<file path="src/rcf_params.svh">
// constants for the reset cause flag block: offsets, bit positions, wait figures
// assumes a 50 MHz system clock and an APB bus with 16-bit byte addresses
`ifndef RCF_PARAMS_SVH
`define RCF_PARAMS_SVH

// register indexes; byte address is four times the index
`define RCF_IDX_FLAGS 12'hfc6
`define RCF_IDX_STAT 12'hfc0
`define RCF_IDX_MASK 12'hfc1
`define RCF_IDX_STATE 12'hfc2
`define RCF_ADDR(idx) ({2'b00, idx, 2'b00})

// flag positions in the reset cause register
`define RCF_WDOG_BIT 2
`define RCF_KEY_BIT 3

// event positions in the status and mask registers
`define RCF_EV_WDOG 0
`define RCF_EV_KEY 1
`define RCF_EV_EXT 2
`define RCF_EV_WAIT 3
`define RCF_EV_W 4

// state register bit positions
`define RCF_ST_HOLD 0
`define RCF_ST_BUSY 1
`define RCF_ST_OPT 2
`define RCF_ST_LONG 3

// reset values
`define RCF_ZERO32 32'h0000_0000
`define RCF_EV_ZERO 4'h0
`define RCF_SYNC_ZERO 3'h0

// timing: periods of the source clock and its rate, in Hz
`define RCF_CLK_HZ 64'h02fa_f080
`define RCF_FX_HZ 64'h005b_8d80
`define RCF_FCC_HZ 64'h000f_4240
`define RCF_LONG_PER 64'h0002_0000
`define RCF_SHORT_PER 64'h0000_8000
`define RCF_CER_PER 64'h0000_0038
`define RCF_CYC(per, hz) ((per * `RCF_CLK_HZ + hz - 64'h0000_0001) / hz)

`define RCF_CNT_W 21
`define RCF_CNT_ONE 21'h00_0001
`define RCF_CNT_ZERO 21'h00_0000

`endif

</file>
<file path="src/rcf_pkg.sv">
// types shared by the reset cause flag block
// assumes rcf_params.svh supplies the counter width
`include "rcf_params.svh"

package rcf_pkg;

  typedef logic [`RCF_CNT_W-1:0] rcf_cnt_t;

  typedef enum logic [1:0] {
    ST_HOLD,
    ST_WAIT,
    ST_RUN
  } rcf_state_e;

  // reset requests from the three sources
  typedef struct packed {
    logic ext;
    logic key;
    logic wdog;
  } rcf_evt_s;

  // apb request as seen by the slave
  typedef struct packed {
    logic [15:0] paddr;
    logic pwrite;
    logic [31:0] pwdata;
  } rcf_apb_req_s;

endpackage

</file>
<file path="src/rcf_reset_cause.sv">
// reset cause flags, reset sequencing and stabilisation wait, with an apb slave
// assumes watchdog and key reset requests come from logic on clk;
// the external reset pin is asynchronous and active low
`timescale 1ns/1ns
`include "rcf_params.svh"

// Overview of operation
// - the watchdog flag sits at bit 2 and the key flag at bit 3 of register index FC6.
// - before the first external reset software must not rely on either flag's value.
// - an asserted external reset pin forces both flags to zero.
// - a watchdog overflow reset sets the watchdog flag and leaves the key flag alone.
// - a key return reset sets the key flag and leaves the watchdog flag alone.
// - the clear of one flag zeroes that flag only.
// - a set flag stays set until an external reset or its own clear.
// - the selectable variant waits 2^17 or 2^15 main clock periods after power-up or the release of a reset taken in standby.
// - the fixed variant waits 56 ceramic clock periods after power-up or the release of a reset taken in standby.
module rcf_reset_cause
#(
  parameter bit WAIT_OPTION = 1'b1,
  parameter bit WAIT_LONG = 1'b1,
  parameter rcf_pkg::rcf_cnt_t LONG_WAIT_CYC =
    `RCF_CNT_W'(`RCF_CYC(`RCF_LONG_PER, `RCF_FX_HZ)),
  parameter rcf_pkg::rcf_cnt_t SHORT_WAIT_CYC =
    `RCF_CNT_W'(`RCF_CYC(`RCF_SHORT_PER, `RCF_FX_HZ)),
  parameter rcf_pkg::rcf_cnt_t CER_WAIT_CYC =
    `RCF_CNT_W'(`RCF_CYC(`RCF_CER_PER, `RCF_FCC_HZ))
)
(
  // clock and reset
  input wire logic clk,
  input wire logic rst,
  // reset sources
  input wire logic extResetN,
  input wire logic wdogOverflow,
  input wire logic keyReturnInput,
  input wire logic inStandby,
  // apb slave
  input wire logic psel,
  input wire logic penable,
  input wire logic pwrite,
  input wire logic [15:0] paddr,
  input wire logic [31:0] pwdata,
  output logic [31:0] prdata,
  output logic pready,
  output logic pslverr,
  // processor control and flags
  output logic cpuHold,
  output logic watchdogResetFlag,
  output logic keyResetFlag,
  output logic irq
);

  ////////////////////////////////////////////////////////////////////////////
  // external pin synchroniser and request gathering

  logic [2:0] extSync_q;
  logic [2:0] extSync_d;
  logic extLvl_q;
  logic extLvl_d;
  rcf_pkg::rcf_evt_s req;
  rcf_pkg::rcf_evt_s reqPrev_q;
  rcf_pkg::rcf_evt_s reqPrev_d;
  rcf_pkg::rcf_evt_s reqRise;
  logic anyReq;

  always_comb
  begin
    extSync_d = {extSync_q[1:0], extResetN};
    extLvl_d = extLvl_q;
    // level changes only when second and third stage agree
    if (extSync_q[1] == extSync_q[2])
    begin
      extLvl_d = extSync_q[2];
    end
    req.ext = ~extLvl_q;
    req.wdog = wdogOverflow;
    req.key = keyReturnInput;
    reqPrev_d = req;
    reqRise = req & ~reqPrev_q;
    anyReq = req.ext | req.wdog | req.key;
  end

  always_ff @(posedge clk or posedge rst)
  begin
    if (rst)
    begin
      extSync_q <= `RCF_SYNC_ZERO;
      extLvl_q <= 1'b0;
      reqPrev_q <= '0;
    end
    else
    begin
      extSync_q <= extSync_d;
      extLvl_q <= extLvl_d;
      reqPrev_q <= reqPrev_d;
    end
  end

  ////////////////////////////////////////////////////////////////////////////
  // apb decode

  rcf_pkg::rcf_apb_req_s apbReq;
  logic setupPhase;
  logic accessWr;
  logic hitFlags;
  logic hitStat;
  logic hitMask;
  logic hitState;
  logic hitAny;

  always_comb
  begin
    apbReq.paddr = paddr;
    apbReq.pwrite = pwrite;
    apbReq.pwdata = pwdata;
    setupPhase = psel & ~penable;
    accessWr = psel & penable & pready & apbReq.pwrite;
    hitFlags = 1'b0;
    hitStat = 1'b0;
    hitMask = 1'b0;
    hitState = 1'b0;
    if (apbReq.paddr == `RCF_ADDR(`RCF_IDX_FLAGS))
    begin
      hitFlags = 1'b1;
    end
    else if (apbReq.paddr == `RCF_ADDR(`RCF_IDX_STAT))
    begin
      hitStat = 1'b1;
    end
    else if (apbReq.paddr == `RCF_ADDR(`RCF_IDX_MASK))
    begin
      hitMask = 1'b1;
    end
    else if (apbReq.paddr == `RCF_ADDR(`RCF_IDX_STATE))
    begin
      hitState = 1'b1;
    end
    hitAny = hitFlags | hitStat | hitMask | hitState;
  end

  ////////////////////////////////////////////////////////////////////////////
  // reset cause flags

  logic wdogFlag_q;
  logic wdogFlag_d;
  logic keyFlag_q;
  logic keyFlag_d;
  logic clrWdog;
  logic clrKey;

  always_comb
  begin
    clrWdog = accessWr & hitFlags & apbReq.pwdata[`RCF_WDOG_BIT];
    clrKey = accessWr & hitFlags & apbReq.pwdata[`RCF_KEY_BIT];
    wdogFlag_d = wdogFlag_q;
    keyFlag_d = keyFlag_q;
    // own clear touches only its own flag; a set in the same cycle wins
    if (clrWdog)
    begin
      wdogFlag_d = 1'b0;
    end
    if (clrKey)
    begin
      keyFlag_d = 1'b0;
    end
    if (req.wdog)
    begin
      wdogFlag_d = 1'b1;
    end
    if (req.key)
    begin
      keyFlag_d = 1'b1;
    end
    // external reset overrides everything
    if (req.ext)
    begin
      wdogFlag_d = 1'b0;
      keyFlag_d = 1'b0;
    end
  end

  // power-up value carries no meaning for software
  always_ff @(posedge clk or posedge rst)
  begin
    if (rst)
    begin
      wdogFlag_q <= 1'b0;
      keyFlag_q <= 1'b0;
    end
    else
    begin
      wdogFlag_q <= wdogFlag_d;
      keyFlag_q <= keyFlag_d;
    end
  end

  ////////////////////////////////////////////////////////////////////////////
  // reset sequencer and stabilisation wait

  rcf_pkg::rcf_state_e state_q;
  rcf_pkg::rcf_state_e state_d;
  logic fromStandby_q;
  logic fromStandby_d;
  logic hold_q;
  logic hold_d;
  logic waitStart;
  logic waitAbort;
  logic waitBusy;
  logic waitDone;
  rcf_pkg::rcf_cnt_t waitCount;

  always_comb
  begin
    // wait length fixed at build time by the variant
    if (WAIT_OPTION)
    begin
      waitCount = WAIT_LONG ? LONG_WAIT_CYC : SHORT_WAIT_CYC;
    end
    else
    begin
      waitCount = CER_WAIT_CYC;
    end
  end

  always_comb
  begin
    state_d = state_q;
    fromStandby_d = fromStandby_q;
    waitStart = 1'b0;
    waitAbort = 1'b0;
    case (state_q)
      rcf_pkg::ST_HOLD:
      begin
        if (!anyReq)
        begin
          if (fromStandby_q)
          begin
            state_d = rcf_pkg::ST_WAIT;
            waitStart = 1'b1;
          end
          else
          begin
            state_d = rcf_pkg::ST_RUN;
          end
        end
      end
      rcf_pkg::ST_WAIT:
      begin
        if (anyReq)
        begin
          state_d = rcf_pkg::ST_HOLD;
          waitAbort = 1'b1;
        end
        else if (waitDone)
        begin
          state_d = rcf_pkg::ST_RUN;
          fromStandby_d = 1'b0;
        end
      end
      rcf_pkg::ST_RUN:
      begin
        if (anyReq)
        begin
          state_d = rcf_pkg::ST_HOLD;
          fromStandby_d = inStandby;
        end
      end
      default:
      begin
        state_d = rcf_pkg::ST_HOLD;
      end
    endcase
    hold_d = (state_d != rcf_pkg::ST_RUN);
  end

  // power-up counts as a release from standby, so it waits too
  always_ff @(posedge clk or posedge rst)
  begin
    if (rst)
    begin
      state_q <= rcf_pkg::ST_HOLD;
      fromStandby_q <= 1'b1;
      hold_q <= 1'b1;
    end
    else
    begin
      state_q <= state_d;
      fromStandby_q <= fromStandby_d;
      hold_q <= hold_d;
    end
  end

  rcf_wait_counter u_wait
  (
    .clk(clk),
    .rst(rst),
    .start(waitStart),
    .abort(waitAbort),
    .loadCount(waitCount),
    .busy(waitBusy),
    .done(waitDone)
  );

  ////////////////////////////////////////////////////////////////////////////
  // interrupt status and mask

  logic [`RCF_EV_W-1:0] stat_q;
  logic [`RCF_EV_W-1:0] stat_d;
  logic [`RCF_EV_W-1:0] mask_q;
  logic [`RCF_EV_W-1:0] mask_d;
  logic [`RCF_EV_W-1:0] evSet;
  logic irq_q;
  logic irq_d;

  always_comb
  begin
    evSet = `RCF_EV_ZERO;
    evSet[`RCF_EV_WDOG] = reqRise.wdog;
    evSet[`RCF_EV_KEY] = reqRise.key;
    evSet[`RCF_EV_EXT] = reqRise.ext;
    evSet[`RCF_EV_WAIT] = waitDone;
    stat_d = stat_q;
    mask_d = mask_q;
    if (accessWr & hitStat)
    begin
      stat_d = stat_q & ~apbReq.pwdata[`RCF_EV_W-1:0];
    end
    // new events win over a clear in the same cycle
    stat_d = stat_d | evSet;
    if (accessWr & hitMask)
    begin
      mask_d = apbReq.pwdata[`RCF_EV_W-1:0];
    end
    irq_d = |(stat_d & mask_d);
  end

  always_ff @(posedge clk or posedge rst)
  begin
    if (rst)
    begin
      stat_q <= `RCF_EV_ZERO;
      mask_q <= `RCF_EV_ZERO;
      irq_q <= 1'b0;
    end
    else
    begin
      stat_q <= stat_d;
      mask_q <= mask_d;
      irq_q <= irq_d;
    end
  end

  ////////////////////////////////////////////////////////////////////////////
  // apb read data and answer

  logic [31:0] prdata_q;
  logic [31:0] prdata_d;
  logic pready_q;
  logic pready_d;
  logic pslverr_q;
  logic pslverr_d;

  always_comb
  begin
    prdata_d = prdata_q;
    pready_d = 1'b0;
    pslverr_d = 1'b0;
    // answer in the cycle after setup, zero wait states
    if (setupPhase)
    begin
      pready_d = 1'b1;
      pslverr_d = ~hitAny;
      prdata_d = `RCF_ZERO32;
      if (!apbReq.pwrite)
      begin
        if (hitFlags)
        begin
          prdata_d[`RCF_WDOG_BIT] = wdogFlag_q;
          prdata_d[`RCF_KEY_BIT] = keyFlag_q;
        end
        else if (hitStat)
        begin
          prdata_d[`RCF_EV_W-1:0] = stat_q;
        end
        else if (hitMask)
        begin
          prdata_d[`RCF_EV_W-1:0] = mask_q;
        end
        else if (hitState)
        begin
          prdata_d[`RCF_ST_HOLD] = hold_q;
          prdata_d[`RCF_ST_BUSY] = waitBusy;
          prdata_d[`RCF_ST_OPT] = WAIT_OPTION;
          prdata_d[`RCF_ST_LONG] = WAIT_LONG;
        end
      end
    end
  end

  always_ff @(posedge clk or posedge rst)
  begin
    if (rst)
    begin
      prdata_q <= `RCF_ZERO32;
      pready_q <= 1'b0;
      pslverr_q <= 1'b0;
    end
    else
    begin
      prdata_q <= prdata_d;
      pready_q <= pready_d;
      pslverr_q <= pslverr_d;
    end
  end

  assign prdata = prdata_q;
  assign pready = pready_q;
  assign pslverr = pslverr_q;
  assign cpuHold = hold_q;
  assign watchdogResetFlag = wdogFlag_q;
  assign keyResetFlag = keyFlag_q;
  assign irq = irq_q;

endmodule

</file>
<file path="src/rcf_wait_counter.sv">
// oscillation stabilisation wait counter
// assumes start and abort are single-cycle pulses from the same clock
`timescale 1ns/1ns
`include "rcf_params.svh"

module rcf_wait_counter
(
  // clock and reset
  input wire logic clk,
  input wire logic rst,
  // control
  input wire logic start,
  input wire logic abort,
  input wire rcf_pkg::rcf_cnt_t loadCount,
  // status
  output logic busy,
  output logic done
);

  rcf_pkg::rcf_cnt_t count_q;
  rcf_pkg::rcf_cnt_t count_d;
  logic busy_q;
  logic busy_d;
  logic done_q;
  logic done_d;

  always_comb
  begin
    count_d = count_q;
    busy_d = busy_q;
    done_d = 1'b0;
    if (abort)
    begin
      busy_d = 1'b0;
      count_d = `RCF_CNT_ZERO;
    end
    else if (start)
    begin
      busy_d = 1'b1;
      count_d = loadCount;
    end
    else if (busy_q)
    begin
      // terminal count ends the wait
      if (count_q <= `RCF_CNT_ONE)
      begin
        busy_d = 1'b0;
        done_d = 1'b1;
        count_d = `RCF_CNT_ZERO;
      end
      else
      begin
        count_d = count_q - `RCF_CNT_ONE;
      end
    end
  end

  always_ff @(posedge clk or posedge rst)
  begin
    if (rst)
    begin
      count_q <= `RCF_CNT_ZERO;
      busy_q <= 1'b0;
      done_q <= 1'b0;
    end
    else
    begin
      count_q <= count_d;
      busy_q <= busy_d;
      done_q <= done_d;
    end
  end

  assign busy = busy_q;
  assign done = done_q;

endmodule

</file>
<file path="config.mk">
export PLATFORM = sky130hd
export DESIGN_NAME = rcf_reset_cause
export DESIGN_NICKNAME = d
export VERILOG_FILES = /design/src/rcf_pkg.sv /design/src/rcf_reset_cause.sv /design/src/rcf_wait_counter.sv
export VERILOG_INCLUDE_DIRS = /design/src
export SDC_FILE = /design/constraint.sdc
export NUM_CORES = 1
export LEC_CHECK = 0
export BUFFER_PORTS_ARGS = -buffer_cell sky130_fd_sc_hd__buf_2
export CORE_MARGIN = 2
export CORE_UTILIZATION = 40
export DETAILED_ROUTE_END_ITERATION = 8
export GPL_TIMING_DRIVEN = 0
export PLACE_DENSITY_LB_ADDON = 0.1
export SLEW_MARGIN = 0
export SYNTH_ARGS = -nofsm -noshare
export SYNTH_HDL_FRONTEND = slang
export SYNTH_SLANG_ARGS = --single-unit
</file>
<file path="constraint.sdc">
create_clock -name clk -period 1.85 [get_ports clk]
set_clock_uncertainty 0.05 [all_clocks]
set_input_delay 0.4625 -clock clk [delete_from_list [all_inputs] [get_ports clk]]
set_output_delay 0.4625 -clock clk [all_outputs]
set_load 0.02 [all_outputs]
</file>
# [Yosys cells after proc, flatten, opt, wreduce, memory -nomap -nowiden]
# Index checks and enable logic that the tools add are counted.
[word_totals] reg_bits=51 latchBits=0 ram_bits=0 rom_bits=0 input_bits=57 output_inout_bits=38 elab_cells=115 mem_count=0
[op_classes] n_addsub=1 multipliers=0 div_mod_pow=0 magnitude_cmp=1 eq_ne=13 shifts=0 n_mux=53 bitwise=23 reduce_logical=5
[ops] operator="$mux W21" n=4
[ops] operator="$eq A16 B14 Y1 const B" n=4
[ops] operator="$mux W1" n=34
[ops] operator="$mux W4" n=6
[ops] operator="$le A21 B1 Y1 const B" n=1
[ops] operator="$sub A21 B1 Y21 const B" n=1
[ops] operator="$mux W2" n=7
[ops] operator="$and A1 B1 Y1" n=9
[ops] operator="$and A4 B4 Y4" n=2
[ops] operator="$ne A2 B2 Y1 const B" n=3
[ops] operator="$ne A3 B2 Y1 const B" n=2
[ops] operator="$pmux W2 S3" n=1
[ops] operator="$or A1 B1 Y1" n=5
[ops] operator="$not A4 Y4" n=1
[ops] operator="$or A4 B4 Y4" n=1
[ops] operator="$reduce_and A4 Y1" n=1
[ops] operator="$reduce_or A4 Y1" n=1
[ops] operator="$and A3 B3 Y3" n=1
[ops] operator="$not A1 Y1" n=3
[ops] operator="$not A3 Y3" n=1
[ops] operator="$reduce_bool A3 Y1" n=1
[ops] operator="$eq A2 B1 Y1 const B" n=1
[ops] operator="$eq A2 B2 Y1 const B" n=1
[ops] operator="$logic_not A2 Y1" n=1
[ops] operator="other kinds (4)" n=4

# [Longest topological paths before layout]
# Gate-level depths: netlist of run 1.
[depth] ltp_word=10 depth_mapped=8

# [By module]
# Synthesis of run 1 repeated with hierarchy kept, for this count alone.
[hier_totals] cells_unflattened=339 hier_area_um2=3145.5
[by_module_without_submodules] module="rcf_reset_cause" instances=1 cells_each=162 area_each_um2=1594.0 seq_area_each_um2=703.2
[by_module_without_submodules] module="rcf_wait_counter" instances=1 cells_each=177 area_each_um2=1551.5 seq_area_each_um2=575.6

# [Worst setup path after synthesis of run 1]
# OpenSTA, ideal clock, no wires.
[synth_path] path_type="in2reg" from="input paddr[5]" to="register prdata_q[2] (netlist: prdata[2])" arrival_ns=2.028 t_required_ns=1.696 setup_slack_ns=-0.332 cell_stages=5 n_path_buf=0 path_cell_list="or4_4 > or3_4 > a2111oi_0 > a21oi_1 > o41ai_2"
[synth_via] elab_chain_cells=10
[synth_lines] element="start, declared" line_no="rcf_reset_cause.sv:41" text="input wire logic [15:0] paddr,"
[synth_lines] element="$eq A16 B14 Y1 (no source line)"
[synth_lines] element="$mux W1" line_no="rcf_reset_cause.sv:134" text="else if (apbReq.paddr == `RCF_ADDR(`RCF_IDX_STATE))"
[synth_lines] element="$mux W1" line_no="rcf_reset_cause.sv:130" text="else if (apbReq.paddr == `RCF_ADDR(`RCF_IDX_MASK))"
[synth_lines] element="$mux W1" line_no="rcf_reset_cause.sv:126" text="else if (apbReq.paddr == `RCF_ADDR(`RCF_IDX_STAT))"
[synth_lines] element="$mux W1" line_no="rcf_reset_cause.sv:122" text="if (apbReq.paddr == `RCF_ADDR(`RCF_IDX_FLAGS))"
[synth_lines] element="$mux W4" line_no="rcf_reset_cause.sv:389" text="else if (hitState)"
[synth_lines] element="$mux W4" line_no="rcf_reset_cause.sv:385" text="else if (hitMask)"
[synth_lines] element="$mux W4" line_no="rcf_reset_cause.sv:381" text="else if (hitStat)"
[synth_lines] element="$mux W2 (*)" line_no="rcf_reset_cause.sv:376" text="if (hitFlags)"
[synth_lines] element="$mux W4 (*)" line_no="rcf_reset_cause.sv:374" text="if (!apbReq.pwrite)"
[synth_lines] element="end signal, assigned" line_no="rcf_reset_cause.sv:404" text="prdata_q <= `RCF_ZERO32;"
[synth_lines] element="end signal, assigned" line_no="rcf_reset_cause.sv:410" text="prdata_q <= prdata_d;"
[synth_lines] element="end, declared" line_no="rcf_reset_cause.sv:356" text="logic [31:0] prdata_q;"
# Mark *: on every way between the ends. The rest lies on a longest branch, timed or not.
# A chain may end at the register's enable or synchronous reset.

# [Worst setup path after layout of run 1]
[layout_path] from="input paddr[5]" to="register prdata_q[0] (netlist: prdata[0])"
# The elaborated chain is that of the path after synthesis.

==> results of run 1 <==
[metal layers]
metal	global-route usage	wire [um]	part of all wire	up-vias
met5	0	0	0	-
met4	0.05834	110	0.014	0
met3	0.03232	276	0.035	9
met2	0.3243	4015	0.52	47
met1	0.2477	3372	0.43	1289
li1	-	-	-	1290
[how the worst max path moves through the flow]
stage                                              from                              to  slack (ns)  depth (start not counted)
after floorplan                                paddr[5]           prdata[0]$_DFFE_PP0P_       -0.30                          4
after global placement                         paddr[5]                   irq$_DFF_PP0_       -0.67                          7
after detailed placement                       paddr[5]                   irq$_DFF_PP0_       -0.66                          7
after CTS                                      paddr[5]           prdata[1]$_DFFE_PP0P_       -0.12                          5
after global routing      u_wait.count_q[1]$_DFFE_PP0P_  u_wait.count_q[20]$_DFFE_PP0P_       -0.16                          7
final                                          paddr[5]           prdata[0]$_DFFE_PP0P_        -0.1                          5
[area by class of cell]
| cell class | instances | share of cell area |
|---|---|---|
| multi-input combinational | 230 | 0.4397 |
| tap | 96 | 0.02889 |
| timing repair buffer | 70 | 0.1150 |
| inverter | 18 | 0.01625 |
| sequential | 51 | 0.3100 |
| clock buffer | 6 | 0.01745 |
| clock inverter | 2 | 0.009028 |
| buffer | 36 | 0.06380 |
[power by group]
| group | switching [mW] | total (mW) | internal [mW] |
|---|---|---|---|
| Clock | 0.391 | 0.795 | 0.404 |
| Combinational | 1.16 | 2.33 | 1.18 |
| Sequential | 0.416 | 1.81 | 1.39 |
[per-stage QoR]
stage | TNS, ns | hold slack [ns] | instances | utilization | cell area, sq um
after floorplan | -3.555 | 0.2812 | 338 | - | 3068
after global placement | -45.39 | 0.2859 | 470 | 0.4877 | 3368
after detailed placement | -14.61 | 0.2964 | 471 | 0.4906 | 3388
after CTS | -0.4924 | 0.09545 | 493 | 0.5598 | 3866
after global routing | -1.870 | 0.1199 | 509 | 0.6020 | 4158
final | -0.4790 | 0.08831 | 509 | 0.6020 | 4158
[registers in the layout, indices dropped and copies added (netlist names)]
| register | count |
|---|---|
| watchdogResetFlag | 1 |
| extSync_q | 3 |
| reqPrev_q | 3 |
| stat_q | 4 |
| state_q | 2 |
| keyResetFlag | 1 |
| pslverr | 1 |
| extLvl_q | 1 |
| prdata | 4 |
| u_wait.busy | 1 |
| fromStandby_q | 1 |
| cpuHold | 1 |
| u_wait.done | 1 |
| irq | 1 |
| mask_q | 4 |
| pready | 1 |
| u_wait.count_q | 21 |
[cells by family after synthesis]
kind of cell / Yosys count / share of synthesized area
compound gates: 91 / 0.2106
other cells: 1 / 0.001299
mux: 3 / 0.01040
xor+xnor: 1 / 0.003033
flops: 51 / 0.4428
simple gates: 103 / 0.2075
fa+ha+maj: 3 / 0.01213
buf+inv: 58 / 0.1122
[critical path: stages]
cell	delay [ns]
buf_6	0.09
or4_4	0.54
or3_4	0.39
or4_4	0.45
o31ai_2	0.19
[what timing repair did]
| action | 4_1_cts | 5_1_grt |
|---|---|---|
| pin swaps | 19 | 17 |
| cloned | 2 | 0 |
| setup buffers | 16 | 16 |
| hold buffers | 0 | 0 |
| hold endpoints to repair | 0 | 0 |
| setup endpoints to repair | 36 | 37 |
| gates resized for setup | 57 | 37 |
[placed cells by master, fill, tap and decap left out, drive strengths merged, types with 7 or more instances in the layout]
master,count
o31ai,7
or2,9
nor3,11
conb,28
dfrtp,49
nand2,16
a211o,7
clkbuf,11
or3,7
buf,101
a21oi,27
nor2,14
o21ai,13
inv,18
a31oi,8
==> out/metrics.cfg, run 1 <==
[status]
status=finished with violations
violations=negative setup slack

[sta]
rsz0062_at_grt=true
setup_viol=15
layout_setup_ws_ns=-0.09941
hold_viol=0
fin_crit_ns=1.949
drv_slew=0
period_share=1.054
fmax_mhz=513.0
worst_pin_slew_ns=0.8681
relSlewSlack=0.4164

[floorplan]
die_y_um=88.97
placementRows=30
die_area_sq_mm=0.007915
die_w_um=88.97
start_util=0.4181
design.core.area_sq_mm=0.006907
pin_count=95

[pwr]
ir_drop_v=0.0009161
cellPowerDensity_mw_per_mm2=1186
leakagePower_nw=1.906
p_total_mw=4.932

[clock_network]
cts.htree.levels=2
clock_latency_ns=0.31
cts.clk_slew.worst_paths_ns=0.11
cts_sinks=51
numCtsBuffers=5
cts-root-buf=clkbuf_8
cts_tree=yes
clk_path_buf_depth=2

[logic_synthesis]
syn_area_sq_mm=0.002888
synth_area_leader_cell=dfrtp_1
synth_edf_count=0
yosysSeqAreaShare=0.4428
synth.most_common_cell=dfrtp_1
netlist_top_cells_area=dfrtp_1 (42%), buf_4 (7.3%), a21oi_1 (4.7%)
synth_common_cells=dfrtp_1 (49), buf_4 (28), a21oi_1 (27), inv_1 (18), nand2_1 (16)
synth_seq_cells=51
avgSynthCellArea_sq_um=9.285
synth_cells=311
synth-main-ff-cell=dfrtp_1
synth-async-reset-ratio=1.000
netlist.area_leader.share=0.4246
ys.warnings.count=0
synth_cell_types=54

[routing]
postRouteAntennaNets=0
wirelength_um=7775
firstDrtPassIters=4
vias=2635
drt-initial-drc-count=72
routedWlPerCell_um=15.28
viasPerCell=5.177
drc=0

[setup_path]
worstPathMaxFanout=5
regToRegStartpoint=u_wait.count_q[12]$_DFFE_PP0P_
r2r-end=u_wait.count_q[19]$_DFFE_PP0P_
endpoint_kind=register
critPathRequiredTime_ns=2.03
r2r_slack_ns=-0.05
ff2ff_path_depth=5
cp-start-kind=input port
cp.arrival_ns=2.13
crit_type=in -> reg

[placed_design]
dp_slack_ns=-0.6572
dpl.hpwl_um=4753
routabilityCongestion=0.8272
numPortBuffers=36

[global_routing]
grt_max_degree=35
grt_pass1_vias=2411
grt_overflow=0
grt_antenna_before_repair=0
grt_use_total=0.1899
grt_pass1_wl_um=11710

[final_layout]
finalNetCount=471
register_area_sq_mm=0.001289
fillers=621
area_delta_synth_final_pct=43.98
multi_input_area_sq_mm=0.001828
drive_above_1_share=0.4455
n_antenna_cell=0

[min_path]
min_path_type=in -> async

[run]
cap_violations=0

Note: power is estimated with default switching activity, not from simulation.
==> run 2, diff against run 1 <==
- CORE_UTILIZATION: 40 -> 46
==> run 2 against run 1 <==
  * The flow still finishes with violations (negative setup slack)
  * Critical path depth stayed put
  * Cell area is 2.0% higher
  * Worst hold slack lost 0.0025 ns
  * Clock power is 8.6% lower
  * Critical path type unchanged
  * Clock-buffer cell count is 2 higher
  * Routed wire length is 0.95% higher
  * Total power grew 3.1%
  * Core utilization is 11 points higher
  * Largest cell class unchanged
  * First-iteration DRC count grew 65%
==> out/metrics.cfg, run 2 (same netlist as run 1, synthesis figures left out) <==
[pwr]
leakagePower_nw=1.939  ; was 1.906 nW
ir_drop_v=0.001058  ; was 0.0009161 V
cellPowerDensity_mw_per_mm2=1198  ; was 1186 mW/mm^2

[placed_design]
routabilityCongestion=0.8164  ; was 0.8272
dp_slack_ns=-0.6722  ; was -0.6572 ns
numPortBuffers=36  ; unchanged
dpl.hpwl_um=4691  ; was 4753 um
place_inst=450  ; was 471

[final_layout]
area_delta_synth_final_pct=46.92  ; was 43.98%
post-route-util=0.7082  ; was 0.6020
fin_cells=487  ; was 509
regMostFlops=u_wait.count_q  ; unchanged
drive_above_1_share=0.4757  ; was 0.4455
n_antenna_cell=0  ; unchanged
final_common_cell=buf_4  ; unchanged
finalNetCount=470  ; was 471
multi_input_area_sq_mm=0.001932  ; was 0.001828 sq mm
fillers=446  ; was 621
largest_reg_flops=21  ; unchanged
final_cell_mix=buf_4 (54), dfrtp_1 (41), buf_2 (35)  ; was buf_4 (59), dfrtp_1 (41), buf_2 (35)
register_area_sq_mm=0.001289  ; unchanged

[routing]
viasPerCell=5.462  ; was 5.177
drt-initial-drc-count=119  ; was 72
firstDrtPassIters=4  ; unchanged
postRouteAntennaNets=0  ; unchanged
routedWlPerCell_um=16.12  ; was 15.28 um
drc=0  ; unchanged
wirelength_um=7849  ; was 7775 um
vias=2660  ; was 2,635

[clock_network]
clk_path_buf_depth=2  ; unchanged
clock_latency_ns=0.32  ; was 0.31 ns
cts.htree.levels=2  ; unchanged
cts.clk_slew.worst_paths_ns=0.10  ; was 0.11 ns
cts_sinks=51  ; unchanged
numCtsBuffers=5  ; unchanged
cts_tree=yes  ; unchanged
cts-root-buf=clkbuf_8  ; unchanged

[floorplan]
pin_count=95  ; unchanged
design.core.area_sq_mm=0.005991  ; was 0.006907 sq mm
placementRows=28  ; was 30
die_area_sq_mm=0.006927  ; was 0.007915 sq mm
die_w_um=83.23  ; was 88.97 um
start_util=0.4820  ; was 0.4181
die_y_um=83.23  ; was 88.97 um

[sta]
fmax_mhz=505.5  ; was 513.0 MHz
fin_crit_ns=1.978  ; was 1.949 ns
rsz0062_at_grt=true  ; unchanged
tns_ns=-0.9905  ; was -0.4790 ns
relSlewSlack=0.4425  ; was 0.4164
drv_slew=0  ; unchanged
period_share=1.069  ; was 1.054
worst_pin_slew_ns=0.8294  ; was 0.8681 ns
setup_viol=20  ; was 15
hold_viol=0  ; unchanged
holdWs_ns=0.08577  ; was 0.08831 ns
layout_setup_ws_ns=-0.1281  ; was -0.09941 ns

[status]
status=finished with violations  ; unchanged
violations=negative setup slack  ; unchanged

[setup_path]
cp.arrival_ns=2.15  ; was 2.13 ns
worstPathMaxFanout=6  ; was 5
critPathRequiredTime_ns=2.03  ; about the same
cp-start-kind=input port  ; unchanged
endpoint_kind=register  ; unchanged
crit_type=in -> reg  ; unchanged

[global_routing]
grt_pass1_vias=2459  ; was 2,411
grt_max_degree=34  ; was 35
grt_pass1_wl_um=11820  ; was 11,710 um
grt_use_total=0.2088  ; was 0.1899
grt_antenna_before_repair=0  ; unchanged
grt_overflow=0  ; unchanged

[run]
cap_violations=0  ; unchanged

[min_path]
min_path_type=in -> async  ; unchanged

==> run 2: final timing paths <==
path                                                from                             end  slack, ns  cells after the start
hold / removal                                       rst  u_wait.count_q[19]$_DFFE_PP0P_       0.09                      2
hold reg to reg                   extSync_q[0]$_DFF_PP0_          extSync_q[1]$_DFF_PP0_       0.31                      0
setup reg to reg           u_wait.count_q[4]$_DFFE_PP0P_  u_wait.count_q[20]$_DFFE_PP0P_      -0.09                      6
setup / recovery                                paddr[5]           prdata[0]$_DFFE_PP0P_      -0.13                      5
max in group asynchronous                            rst               cpuHold$_DFF_PP1_       1.08                      3
min in group clk                               extResetN          extSync_q[0]$_DFF_PP0_       0.20                      1
==> run 2: cell type report <==
type,instances,area share
inverter,18,0.01592
buffer,36,0.06488
multi-input combinational,231,0.4553
tap,75,0.02212
sequential,51,0.3037
clock buffer,8,0.02359
timing repair buffer,68,0.1144
==> run 2: critical path: stages <==
cell     delay [ns]
buf_6          0.09
or4_4          0.54
or3_4          0.40
or4_4          0.47
o31ai_2        0.19
==> run 2: repair_timing <==
action / 4_1_cts / 5_1_grt
hold buffers: 0 / 0
gates cloned: 2 / 3
pin swaps: 14 / 33
setup endpoints to repair: 36 / 38
buffers inserted: 20 / 8
gates resized for setup: 44 / 72
==> run 2: layer usage <==
layer  vias up  wire, um  part of all wire  track usage
li1       1290         -                 -            -
met1      1311      3343              0.43       0.2693
met2        51      4131              0.53       0.3519
met3         8       292             0.037      0.05567
met4         0        82             0.010      0.04620
met5         -         0                 0            0
==> run 2: power breakdown <==
part,switching (mW),internal [mW],total [mW]
clock,0.385,0.342,0.727
combinational,1.25,1.27,2.52
sequential,0.443,1.39,1.83
==> run 2: per-stage QoR <==
step / area, sq um / power (mW)
2_1_floorplan: 3068 / 2.761
3_5_place_dp: 3362 / 3.125
4_1_cts: 3827 / 4.460
5_1_grt: 4243 / 5.397
6_report: 4243 / 5.084
3_3_place_gp: 3342 / 3.081
